===== src/shared/mon_ovf_defs.svh =====
`ifndef MON_OVF_DEFS_SVH
`define MON_OVF_DEFS_SVH

// ==========================================================
// control register field positions
`define CTL_CEVT_LSB     4
`define CTL_CEVT_MSB     6
`define CTL_LINK_LSB     8
`define CTL_LINK_MSB     10
`define CTL_CEVNT_BIT    12
`define CTL_CAPT_L_BIT   13
`define CTL_IRQ_L_BIT    14
`define CTL_CAPT_BIT     23
`define CTL_FRZ_BIT      24
`define CTL_IRQ_BIT      25
`define CTL_FLAG_BIT     26
`define CTL_CLR_BIT      27

// ==========================================================
// reset value and event codes
`define CTL_RESET_VAL    32'h0000_0000
`define EVT_NONE         3'h0
`define EVT_LINK_MAX     3'h6
`define EVT_LOCAL        3'h7

`endif


===== src/shared/mon_ovf_pkg.sv =====
package mon_ovf_pkg;

  // ==========================================================
  // partition spaces, in address-space order
  typedef enum logic [1:0] {
    SPACE_NS,
    SPACE_S,
    SPACE_ROOT,
    SPACE_REALM
  } space_e;

  // one bit per capture event code 1..7
  typedef logic [7:1] evt_vec_t;

  // ==========================================================
  // per-instance overflow controls
  typedef struct packed {
    logic [2:0] capt_evt;
    logic       cevnt_ovf;
    logic [2:0] link_evt;
    logic       capt_ovf;
    logic       capt_ovf_l;
    logic       frz;
    logic       irq_en;
    logic       irq_en_l;
    logic       clr_after;
  } ctl_s;

endpackage


===== src/hw/ext_event_sync.sv =====
`timescale 1ns/1ps
`include "mon_ovf_defs.svh"

module ext_event_sync
  import mon_ovf_pkg::*;
(
  // clock and reset
  input  wire logic     clk,
  input  wire logic     rst_n,
  // pins from the system
  input  wire logic     evt_toggle,
  input  wire logic [2:0] evt_num,
  // one-hot event pulse
  output evt_vec_t      evt_vec
);

  logic       tog_s1_q, tog_s2_q, tog_s3_q;
  logic [2:0] num_s1_q, num_s2_q;
  evt_vec_t   vec_q;
  logic       tog_s1_d, tog_s2_d, tog_s3_d;
  logic [2:0] num_s1_d, num_s2_d;
  evt_vec_t   vec_d;

  // ==========================================================
  // two-flop crossing, edge seen on second and third stage
  always_comb begin
    tog_s1_d = evt_toggle;
    tog_s2_d = tog_s1_q;
    tog_s3_d = tog_s2_q;
    num_s1_d = evt_num;
    num_s2_d = num_s1_q;
    vec_d    = '0;
    // system events use codes 1..6; code 7 is reserved for local triggers
    if ((tog_s2_q != tog_s3_q) && (num_s2_q != `EVT_NONE) && (num_s2_q != `EVT_LOCAL)) begin
      vec_d[num_s2_q] = 1'b1;
    end
  end

  always_ff @(posedge clk or negedge rst_n) begin
    if (!rst_n) begin
      tog_s1_q <= 1'b0;
      tog_s2_q <= 1'b0;
      tog_s3_q <= 1'b0;
      num_s1_q <= 3'h0;
      num_s2_q <= 3'h0;
      vec_q    <= '0;
    end else begin
      tog_s1_q <= tog_s1_d;
      tog_s2_q <= tog_s2_d;
      tog_s3_q <= tog_s3_d;
      num_s1_q <= num_s1_d;
      num_s2_q <= num_s2_d;
      vec_q    <= vec_d;
    end
  end

  assign evt_vec = vec_q;

endmodule


===== src/hw/monitor_overflow_linkage.sv =====
`timescale 1ns/1ps
`include "mon_ovf_defs.svh"

module monitor_overflow_linkage
  import mon_ovf_pkg::*;
#(
  parameter int                     NUM_MON          = 4,
  parameter logic [2*NUM_MON-1:0]   SPACE_MAP        = '0,
  parameter logic [NUM_MON-1:0]     IS_BW            = '0,
  parameter bit                     LINK_SUPPORTED   = 1'b1,
  parameter bit                     CAPT_SUPPORTED   = 1'b1,
  parameter bit                     OCAPT_SUPPORTED  = 1'b1,
  parameter bit                     LONG_SUPPORTED   = 1'b1,
  parameter bit                     LOCAL_SUPPORTED  = 1'b1,
  localparam int                    IW = (NUM_MON > 1) ? $clog2(NUM_MON) : 1
)
(
  // clock and reset
  input  wire logic               CORE_CLK,
  input  wire logic               RESETN,
  // register access, per selected instance
  input  wire logic [IW-1:0]      REG_SEL,
  input  wire logic               CTL_WR,
  input  wire logic [31:0]        CTL_WDATA,
  input  wire logic               CNT_WR,
  input  wire logic               CNT_L_WR,
  output logic [31:0]             CTL_RDATA,
  // local capture trigger write
  input  wire logic               LCAPT_WR,
  input  wire logic [1:0]         LCAPT_SPACE,
  input  wire logic               LCAPT_ALL,
  // external capture event pins
  input  wire logic               EXT_EVT_TOGGLE,
  input  wire logic [2:0]         EXT_EVT_NUM,
  // counting logic side
  input  wire logic [NUM_MON-1:0] OVF,
  input  wire logic [NUM_MON-1:0] OVF_L,
  output logic [NUM_MON-1:0]      FREEZE,
  output logic [NUM_MON-1:0]      FREEZE_L,
  output logic [NUM_MON-1:0]      CAPTURE,
  output logic [NUM_MON-1:0]      CAPTURE_L,
  output logic [NUM_MON-1:0]      CLEAR,
  output logic [NUM_MON-1:0]      OVF_IRQ
);

  // ==========================================================
  // field helpers
  function automatic ctl_s ctl_unpack(input logic [31:0] w, input logic bw);
    ctl_s c;
    c.capt_evt   = w[`CTL_CEVT_MSB:`CTL_CEVT_LSB];
    c.cevnt_ovf  = w[`CTL_CEVNT_BIT];
    c.link_evt   = LINK_SUPPORTED ? w[`CTL_LINK_MSB:`CTL_LINK_LSB] : 3'h0;
    c.capt_ovf   = CAPT_SUPPORTED & OCAPT_SUPPORTED & w[`CTL_CAPT_BIT];
    c.capt_ovf_l = CAPT_SUPPORTED & OCAPT_SUPPORTED & LONG_SUPPORTED & bw & w[`CTL_CAPT_L_BIT];
    c.frz        = w[`CTL_FRZ_BIT];
    c.irq_en     = w[`CTL_IRQ_BIT];
    c.irq_en_l   = LONG_SUPPORTED & bw & w[`CTL_IRQ_L_BIT];
    c.clr_after  = w[`CTL_CLR_BIT];
    return c;
  endfunction

  function automatic logic [31:0] ctl_pack(input ctl_s c, input logic flag);
    logic [31:0] w;
    w = `CTL_RESET_VAL;
    w[`CTL_CEVT_MSB:`CTL_CEVT_LSB] = c.capt_evt;
    w[`CTL_CEVNT_BIT]              = c.cevnt_ovf;
    w[`CTL_LINK_MSB:`CTL_LINK_LSB] = c.link_evt;
    w[`CTL_CAPT_BIT]               = c.capt_ovf;
    w[`CTL_CAPT_L_BIT]             = c.capt_ovf_l;
    w[`CTL_FRZ_BIT]                = c.frz;
    w[`CTL_IRQ_BIT]                = c.irq_en;
    w[`CTL_IRQ_L_BIT]              = c.irq_en_l;
    w[`CTL_CLR_BIT]                = c.clr_after;
    w[`CTL_FLAG_BIT]               = flag;
    return w;
  endfunction

  function automatic logic [1:0] space_of(input int i);
    return SPACE_MAP[2*i +: 2];
  endfunction

  // ==========================================================
  // state
  ctl_s               ctl_q   [NUM_MON];
  ctl_s               ctl_d   [NUM_MON];
  logic [NUM_MON-1:0] flag_q, flag_d;
  logic [NUM_MON-1:0] frz_q, frz_d;
  logic [NUM_MON-1:0] frz_l_q, frz_l_d;
  logic [NUM_MON-1:0] cap_q, cap_d;
  logic [NUM_MON-1:0] cap_l_q, cap_l_d;
  logic [NUM_MON-1:0] clr_q, clr_d;
  logic [NUM_MON-1:0] irq_q, irq_d;
  logic [NUM_MON-1:0] link_pulse;
  evt_vec_t           ev_q    [4];
  evt_vec_t           ev_d    [4];
  evt_vec_t           ext_vec;
  logic [31:0]        rdata_q, rdata_d;

  ext_event_sync u_ext_sync (
    .clk        (CORE_CLK),
    .rst_n      (RESETN),
    .evt_toggle (EXT_EVT_TOGGLE),
    .evt_num    (EXT_EVT_NUM),
    .evt_vec    (ext_vec)
  );

  // ==========================================================
  // per-instance overflow handling
  always_comb begin
    logic sel, linked, hit, hit_l, any, rise, wr_me, flag_wclr, cnt_clr, fire, fire_l;
    logic has_long;
    sel = 1'b0; linked = 1'b0; hit = 1'b0; hit_l = 1'b0; any = 1'b0; rise = 1'b0;
    wr_me = 1'b0; flag_wclr = 1'b0; cnt_clr = 1'b0; fire = 1'b0; fire_l = 1'b0;
    has_long = 1'b0;
    for (int i = 0; i < NUM_MON; i++) begin
      has_long = LONG_SUPPORTED & IS_BW[i];
      wr_me    = (REG_SEL == IW'(i));
      sel    = (ctl_q[i].capt_evt != `EVT_NONE) && ev_q[space_of(i)][ctl_q[i].capt_evt];
      linked = sel & ctl_q[i].cevnt_ovf;
      hit    = OVF[i] | linked;
      hit_l  = OVF_L[i] & has_long;
      any    = hit | hit_l;
      rise   = any & ~flag_q[i];

      ctl_d[i] = ctl_q[i];
      if (CTL_WR && wr_me) begin
        ctl_d[i] = ctl_unpack(CTL_WDATA, IS_BW[i]);
      end

      // clear by control or count write
      flag_wclr = CTL_WR & wr_me & ~CTL_WDATA[`CTL_FLAG_BIT];
      cnt_clr   = wr_me & (CNT_WR | CNT_L_WR);
      flag_d[i] = any | (flag_q[i] & ~(flag_wclr | cnt_clr));

      fire   = rise & hit & ctl_q[i].irq_en;
      fire_l = rise & hit_l & ctl_q[i].irq_en_l;
      irq_d[i] = fire | fire_l;
      link_pulse[i] = LINK_SUPPORTED & (fire | fire_l)
                      & (ctl_q[i].link_evt != `EVT_NONE)
                      & (ctl_q[i].link_evt <= `EVT_LINK_MAX);

      frz_d[i] = (ctl_q[i].frz & hit)
                 | (~CAPT_SUPPORTED & sel & ctl_q[i].frz & ~flag_q[i])
                 | (frz_q[i] & ~(flag_wclr | (wr_me & CNT_WR)));
      frz_l_d[i] = has_long & ((ctl_q[i].frz & (hit_l | linked))
                 | (frz_l_q[i] & ~(flag_wclr | (wr_me & CNT_L_WR))));

      cap_d[i] = CAPT_SUPPORTED & (sel | (hit & ctl_q[i].capt_ovf));
      cap_l_d[i] = CAPT_SUPPORTED & has_long
                   & (sel | ((hit_l | linked) & ctl_q[i].capt_ovf_l));
      clr_d[i] = (cap_d[i] | cap_l_d[i]) & ctl_q[i].clr_after;
    end
  end

  // ==========================================================
  // event distribution, one cycle after the source so chains cannot loop
  always_comb begin
    for (int s = 0; s < 4; s++) begin
      ev_d[s] = ext_vec;
      for (int i = 0; i < NUM_MON; i++) begin
        if (link_pulse[i] && (space_of(i) == 2'(s))) begin
          ev_d[s][ctl_q[i].link_evt] = 1'b1;
        end
      end
      ev_d[s][`EVT_LOCAL] = LOCAL_SUPPORTED & LCAPT_WR
                            & ((LCAPT_SPACE == 2'(s))
                            | (LCAPT_ALL & (LCAPT_SPACE == SPACE_S) & (2'(s) == SPACE_NS)));
    end
  end

  // ==========================================================
  // readback of the selected control register
  always_comb begin
    rdata_d = `CTL_RESET_VAL;
    for (int i = 0; i < NUM_MON; i++) begin
      if (REG_SEL == IW'(i)) begin
        rdata_d = ctl_pack(ctl_q[i], flag_q[i]);
      end
    end
  end

  always_ff @(posedge CORE_CLK or negedge RESETN) begin
    if (!RESETN) begin
      for (int i = 0; i < NUM_MON; i++) begin
        ctl_q[i] <= '0;
      end
      for (int s = 0; s < 4; s++) begin
        ev_q[s] <= '0;
      end
      flag_q  <= '0;
      frz_q   <= '0;
      frz_l_q <= '0;
      cap_q   <= '0;
      cap_l_q <= '0;
      clr_q   <= '0;
      irq_q   <= '0;
      rdata_q <= `CTL_RESET_VAL;
    end else begin
      for (int i = 0; i < NUM_MON; i++) begin
        ctl_q[i] <= ctl_d[i];
      end
      for (int s = 0; s < 4; s++) begin
        ev_q[s] <= ev_d[s];
      end
      flag_q  <= flag_d;
      frz_q   <= frz_d;
      frz_l_q <= frz_l_d;
      cap_q   <= cap_d;
      cap_l_q <= cap_l_d;
      clr_q   <= clr_d;
      irq_q   <= irq_d;
      rdata_q <= rdata_d;
    end
  end

  // ==========================================================
  // outputs
  // events have no output port
  assign FREEZE    = frz_q;
  assign FREEZE_L  = frz_l_q;
  assign CAPTURE   = cap_q;
  assign CAPTURE_L = cap_l_q;
  assign CLEAR     = clr_q;
  assign OVF_IRQ   = irq_q;
  assign CTL_RDATA = rdata_q;

endmodule


===== config.mk =====
export PLATFORM = sky130hd
export DESIGN_NAME = monitor_overflow_linkage
export DESIGN_NICKNAME = d
export VERILOG_FILES = /design/src/shared/mon_ovf_pkg.sv /design/src/hw/ext_event_sync.sv /design/src/hw/monitor_overflow_linkage.sv
export VERILOG_INCLUDE_DIRS = /design/src /design/src/shared
export SDC_FILE = /design/constraint.sdc
export NUM_CORES = 1
export LEC_CHECK = 0
export ABC_CLOCK_PERIOD_IN_PS = 2400
export BUFFER_PORTS_ARGS = -buffer_cell sky130_fd_sc_hd__buf_2
export CORE_MARGIN = 2
export CORE_UTILIZATION = 53
export CTS_BUF_LIST = sky130_fd_sc_hd__clkbuf_8 sky130_fd_sc_hd__clkbuf_16
export DETAILED_ROUTE_END_ITERATION = 8
export HOLD_SLACK_MARGIN = 0.03
export MAX_ROUTING_LAYER = met4
export PLACE_DENSITY = 0.84
export SLEW_MARGIN = 0
export SYNTH_ARGS = -nofsm -noshare
export SYNTH_HDL_FRONTEND = slang
export SYNTH_SLANG_ARGS = --single-unit

===== constraint.sdc =====
create_clock -name CORE_CLK -period 2.4 [get_ports CORE_CLK]
set_input_delay 0.24 -clock CORE_CLK [delete_from_list [all_inputs] [get_ports CORE_CLK]]
set_output_delay 0.24 -clock CORE_CLK [all_outputs]
set_load 0.05 [all_outputs]

==> out/results.tsv <==
stage	metric	value	unit
route	top sig layer	met4	
floorplanning	I/O pin count	111	
yosys	Synth Area in Compound Gates	0.0604	
status	outcome	completed	
yosys	asr flop ratio synth	1.00	
route	vias per cell	5.58	
cts	H-Tree Level Count	3	
route	M1 wire length	3900	um
yosys	Post-Synth Adder-Cell Area	0	
worst_setup_path	CP arrival	2410	ps
yosys	Syn. warnings	0	
cts	CTS buffer count	9	
sta	Final Hold Viols	0	
yosys	sequential area share after synthesis	0.543	
sta	Worst-Margin Slew	711	ps
yosys	Synth Area in Simple Gates	0.115	
route	ANT nets after route	0	
place	Port Buf Inserts	58	
worst_setup_path	critical path class	reg -> reg	
sta	final cycle utilization of the critical path	0.905	
worst_setup_path	CP Capture Type	flop	
yosys	top cells by area, synth	dfrtp_1 54%, mux2_2 14%, mux4_2 7.5%, buf_4 4.7%, nor2_1 1.4%	
sta	Max Clock Skew	14.2	ps
sta	fin. max-slew vios	0	
yosys	largest family of logic cells by synthesized area	multiplexers	
worst_setup_path	Critical-path top delay cell	mux4_2	
yosys	Synth Area in XOR/XNOR	0.00194	
sta	setup TNS	0	ps
cells_and_area	NumNets Final	468	
cts	Worst-path clk slew	90	ps
cts	Hold-fix buffers, CTS	6	
cells_and_area	synthesis-to-layout area growth	13.4	%
floorplanning	starting density of the core	0.547	
grt	vias in the first global route	2953	
sta	Max-slew headroom	0.526	
yosys	post-synthesis mux area share	0.220	
cts	post-CTS setup buffers	0	
yosys	most common cell in the synthesized netlist	dfrtp_1	
yosys	number of synthesized flops with an enable pin	0	
cells_and_area	fill cell count	659	
cts	worst skew pair latency	380	ps
power_and_ir_drop	peak supply drop	0.469	mV
cts	Root Buffer	clkbuf_8	
grt	first-pass GRT wire length	15200	um
route	DRT iter0 DRCs	154	
grt	overall global routing resource usage	0.232	
worst_setup_path	crit-path max FO	6	
place	HPWL Detailed	6840	um
yosys	top-area cell type share of the netlist area	0.543	
place	Final GP Congestion	0.884	
yosys	Mapped Cells	340	
hold_path	Worst Hold Class	in -> reg	
power_and_ir_drop	Power Dens Cells	850	nW/um^2
power_and_ir_drop	Leak	2.37	nW
yosys	Seq cells post-synth	98	
sta	Setup-failing EPs final	0	
worst_setup_path	worst path cell trace	mux2_2, mux4_2, a21o_1, a41oi_1, nand4_1	
flow_run	number of max-cap violations	0	
route	average routed wire per standard cell	18.2	um
route	DRC	0	
cts	Resized cells post-CTS	0	
worst_setup_path	reg2reg path depth	5	
place	Place WS	289	ps
cells_and_area	ant diodes	0	
worst_setup_path	Critical Path Start Type	flop	
floorplanning	Die Y	96.3	um
route	vias post-DR	2918	
sta	RSZ-0062 raised after global routing	no	
place	placed inst area	4850	um^2
cells_and_area	layout cells sized above 1	0.383	
sta	fin worst setup slack	229	ps
route	DR WL met2	4980	um
floorplanning	Core Footprint	8260	um^2
grt	initial antenna violation count	0	
route	Routed WL	9500	um
route	TritonRoute pass-1 iters	4	
yosys	Mean Syn Cell Area	13.3	um^2
worst_setup_path	CP Data Required Time	2640	ps
floorplanning	Die X	96.3	um
sta	min Tclk post-route	2170	ps
yosys	post-synth cell types	43	
cells_and_area	final instance area	5120	um^2
cts	Max clock buf depth	2	
power_and_ir_drop	total power	4.35	mW
grt	Congestion Overflow GR	0	
worst_setup_path	CP max stage delay	520	ps
route	met3 WL	431	um
cts	CTS tree	done	
grt	maximum number of pins on one net before global-route repair	57	
sta	Max Fclk	0.461	GHz
cts	Sink Count	98	
yosys	Mapped Area	4520	um^2
yosys	dominant cell type by area after synthesis	dfrtp_1	
floorplanning	die area	9270	um^2
floorplanning	Placement Rows	33	
yosys	Synth top cells by count	98 x dfrtp_1, 55 x mux2_2, 28 x buf_4, 17 x nor2_1, 15 x mux4_2	
hold_path	Hold Crit Depth	2	
yosys	Post-synth top flop	dfrtp_1	
## layout make-up
cell class | count | area, um^2 | share of cell area
inverter | 6 | 22.5 | 0.00440
clock inverter | 7 | 83.8 | 0.0164
timing repair buffer | 71 | 405 | 0.0792
clock buffer | 9 | 124 | 0.0242
tap | 105 | 131 | 0.0257
sequential | 98 | 2450 | 0.479
multi-input combinational | 227 | 1900 | 0.371
## placed cells by master, fill, tap and decap left out, types with 2 or more instances in the layout
master / synthesis / layout
dfrtp_1: 98 / 98
buf_2: 1 / 57
mux2_2: 55 / 55
conb_1: 1 / 28
nor2_1: 17 / 17
mux4_2: 15 / 15
nand2_1: 14 / 14
nand3_1: 11 / 11
nand2b_1: 10 / 10
nor2b_1: 10 / 10
and2_1: 9 / 9
nand4_1: 9 / 9
clkbuf_8: 0 / 9
buf_4: 28 / 8
inv_1: 6 / 6
a21o_1: 6 / 6
dlygate4sd3_1: 0 / 6
a31oi_1: 3 / 3
o21ai_0: 3 / 3
a22o_1: 3 / 3
o22ai_1: 2 / 2
and3b_1: 2 / 2
nand4b_1: 2 / 2
a41oi_1: 2 / 2
a21o_2: 2 / 2
nor3b_1: 2 / 2
and2b_2: 2 / 2
a2111oi_0: 2 / 2
nor3_1: 2 / 2
a21oi_1: 2 / 2
clkinv_4: 0 / 2
inv_6: 0 / 2
## logic make-up after synthesis
logic type / after synthesis
other cells: 1
xor+xnor: 1
mux: 72
flops: 98
buf+inv: 42
simple gates: 94
compound gates: 32
## per-layer routing
metal,vias to the layer above,GRT usage
li1,1324,-
met1,1482,0.287
met2,91,0.375
met3,21,0.0470
met4,0,0.0962
met5,-,-
## flip-flops by register name (all words and copies together) (netlist names), 3 cells and up
signal	cells
u_ext_sync.evt_vec	6
ev_q	7
u_ext_sync.num_s1_q	3
CAPTURE	4
ctl_q	44
u_ext_sync.num_s2_q	3
FREEZE	4
CLEAR	4
CTL_RDATA	12
OVF_IRQ	4
flag_q	4
## worst max-delay path, delay by kind of cell (launching register included)
family          cells  cell delay, ps
compound gates      2             570
simple gates        1             140
flops               1             450
mux                 2             880
## power breakdown
part	internal, mW	switching, mW
registers	1.90	0.228
logic	0.407	0.698
clock network	0.500	0.618
total	2.81	1.54
## final timing paths
check | startpoint | to | slack [ps]
setup / recovery | ctl_q[23] | ev_q[24] | 230
setup reg to reg | ctl_q[23] | ev_q[24] | 230
min in group asynchronous | RESETN | ctl_q[24] | 460
hold / removal | LCAPT_WR | ev_q[27] | 120
hold reg to reg | u_ext_sync.num_s1_q[2] | u_ext_sync.num_s2_q[2] | 360
max in group asynchronous | RESETN | ctl_q[33] | 1220
## stage by stage
step | cells | util | hold slack, ps
finish | 523 | 0.620 | 119
global route | 523 | 0.620 | 108
CTS | 523 | 0.620 | 104
detailed placement | 501 | 0.588 | 339
global placement | 501 | 0.588 | 332
floorplan | 367 | - | -55.6
Note: power is estimated with default switching activity, not from simulation.
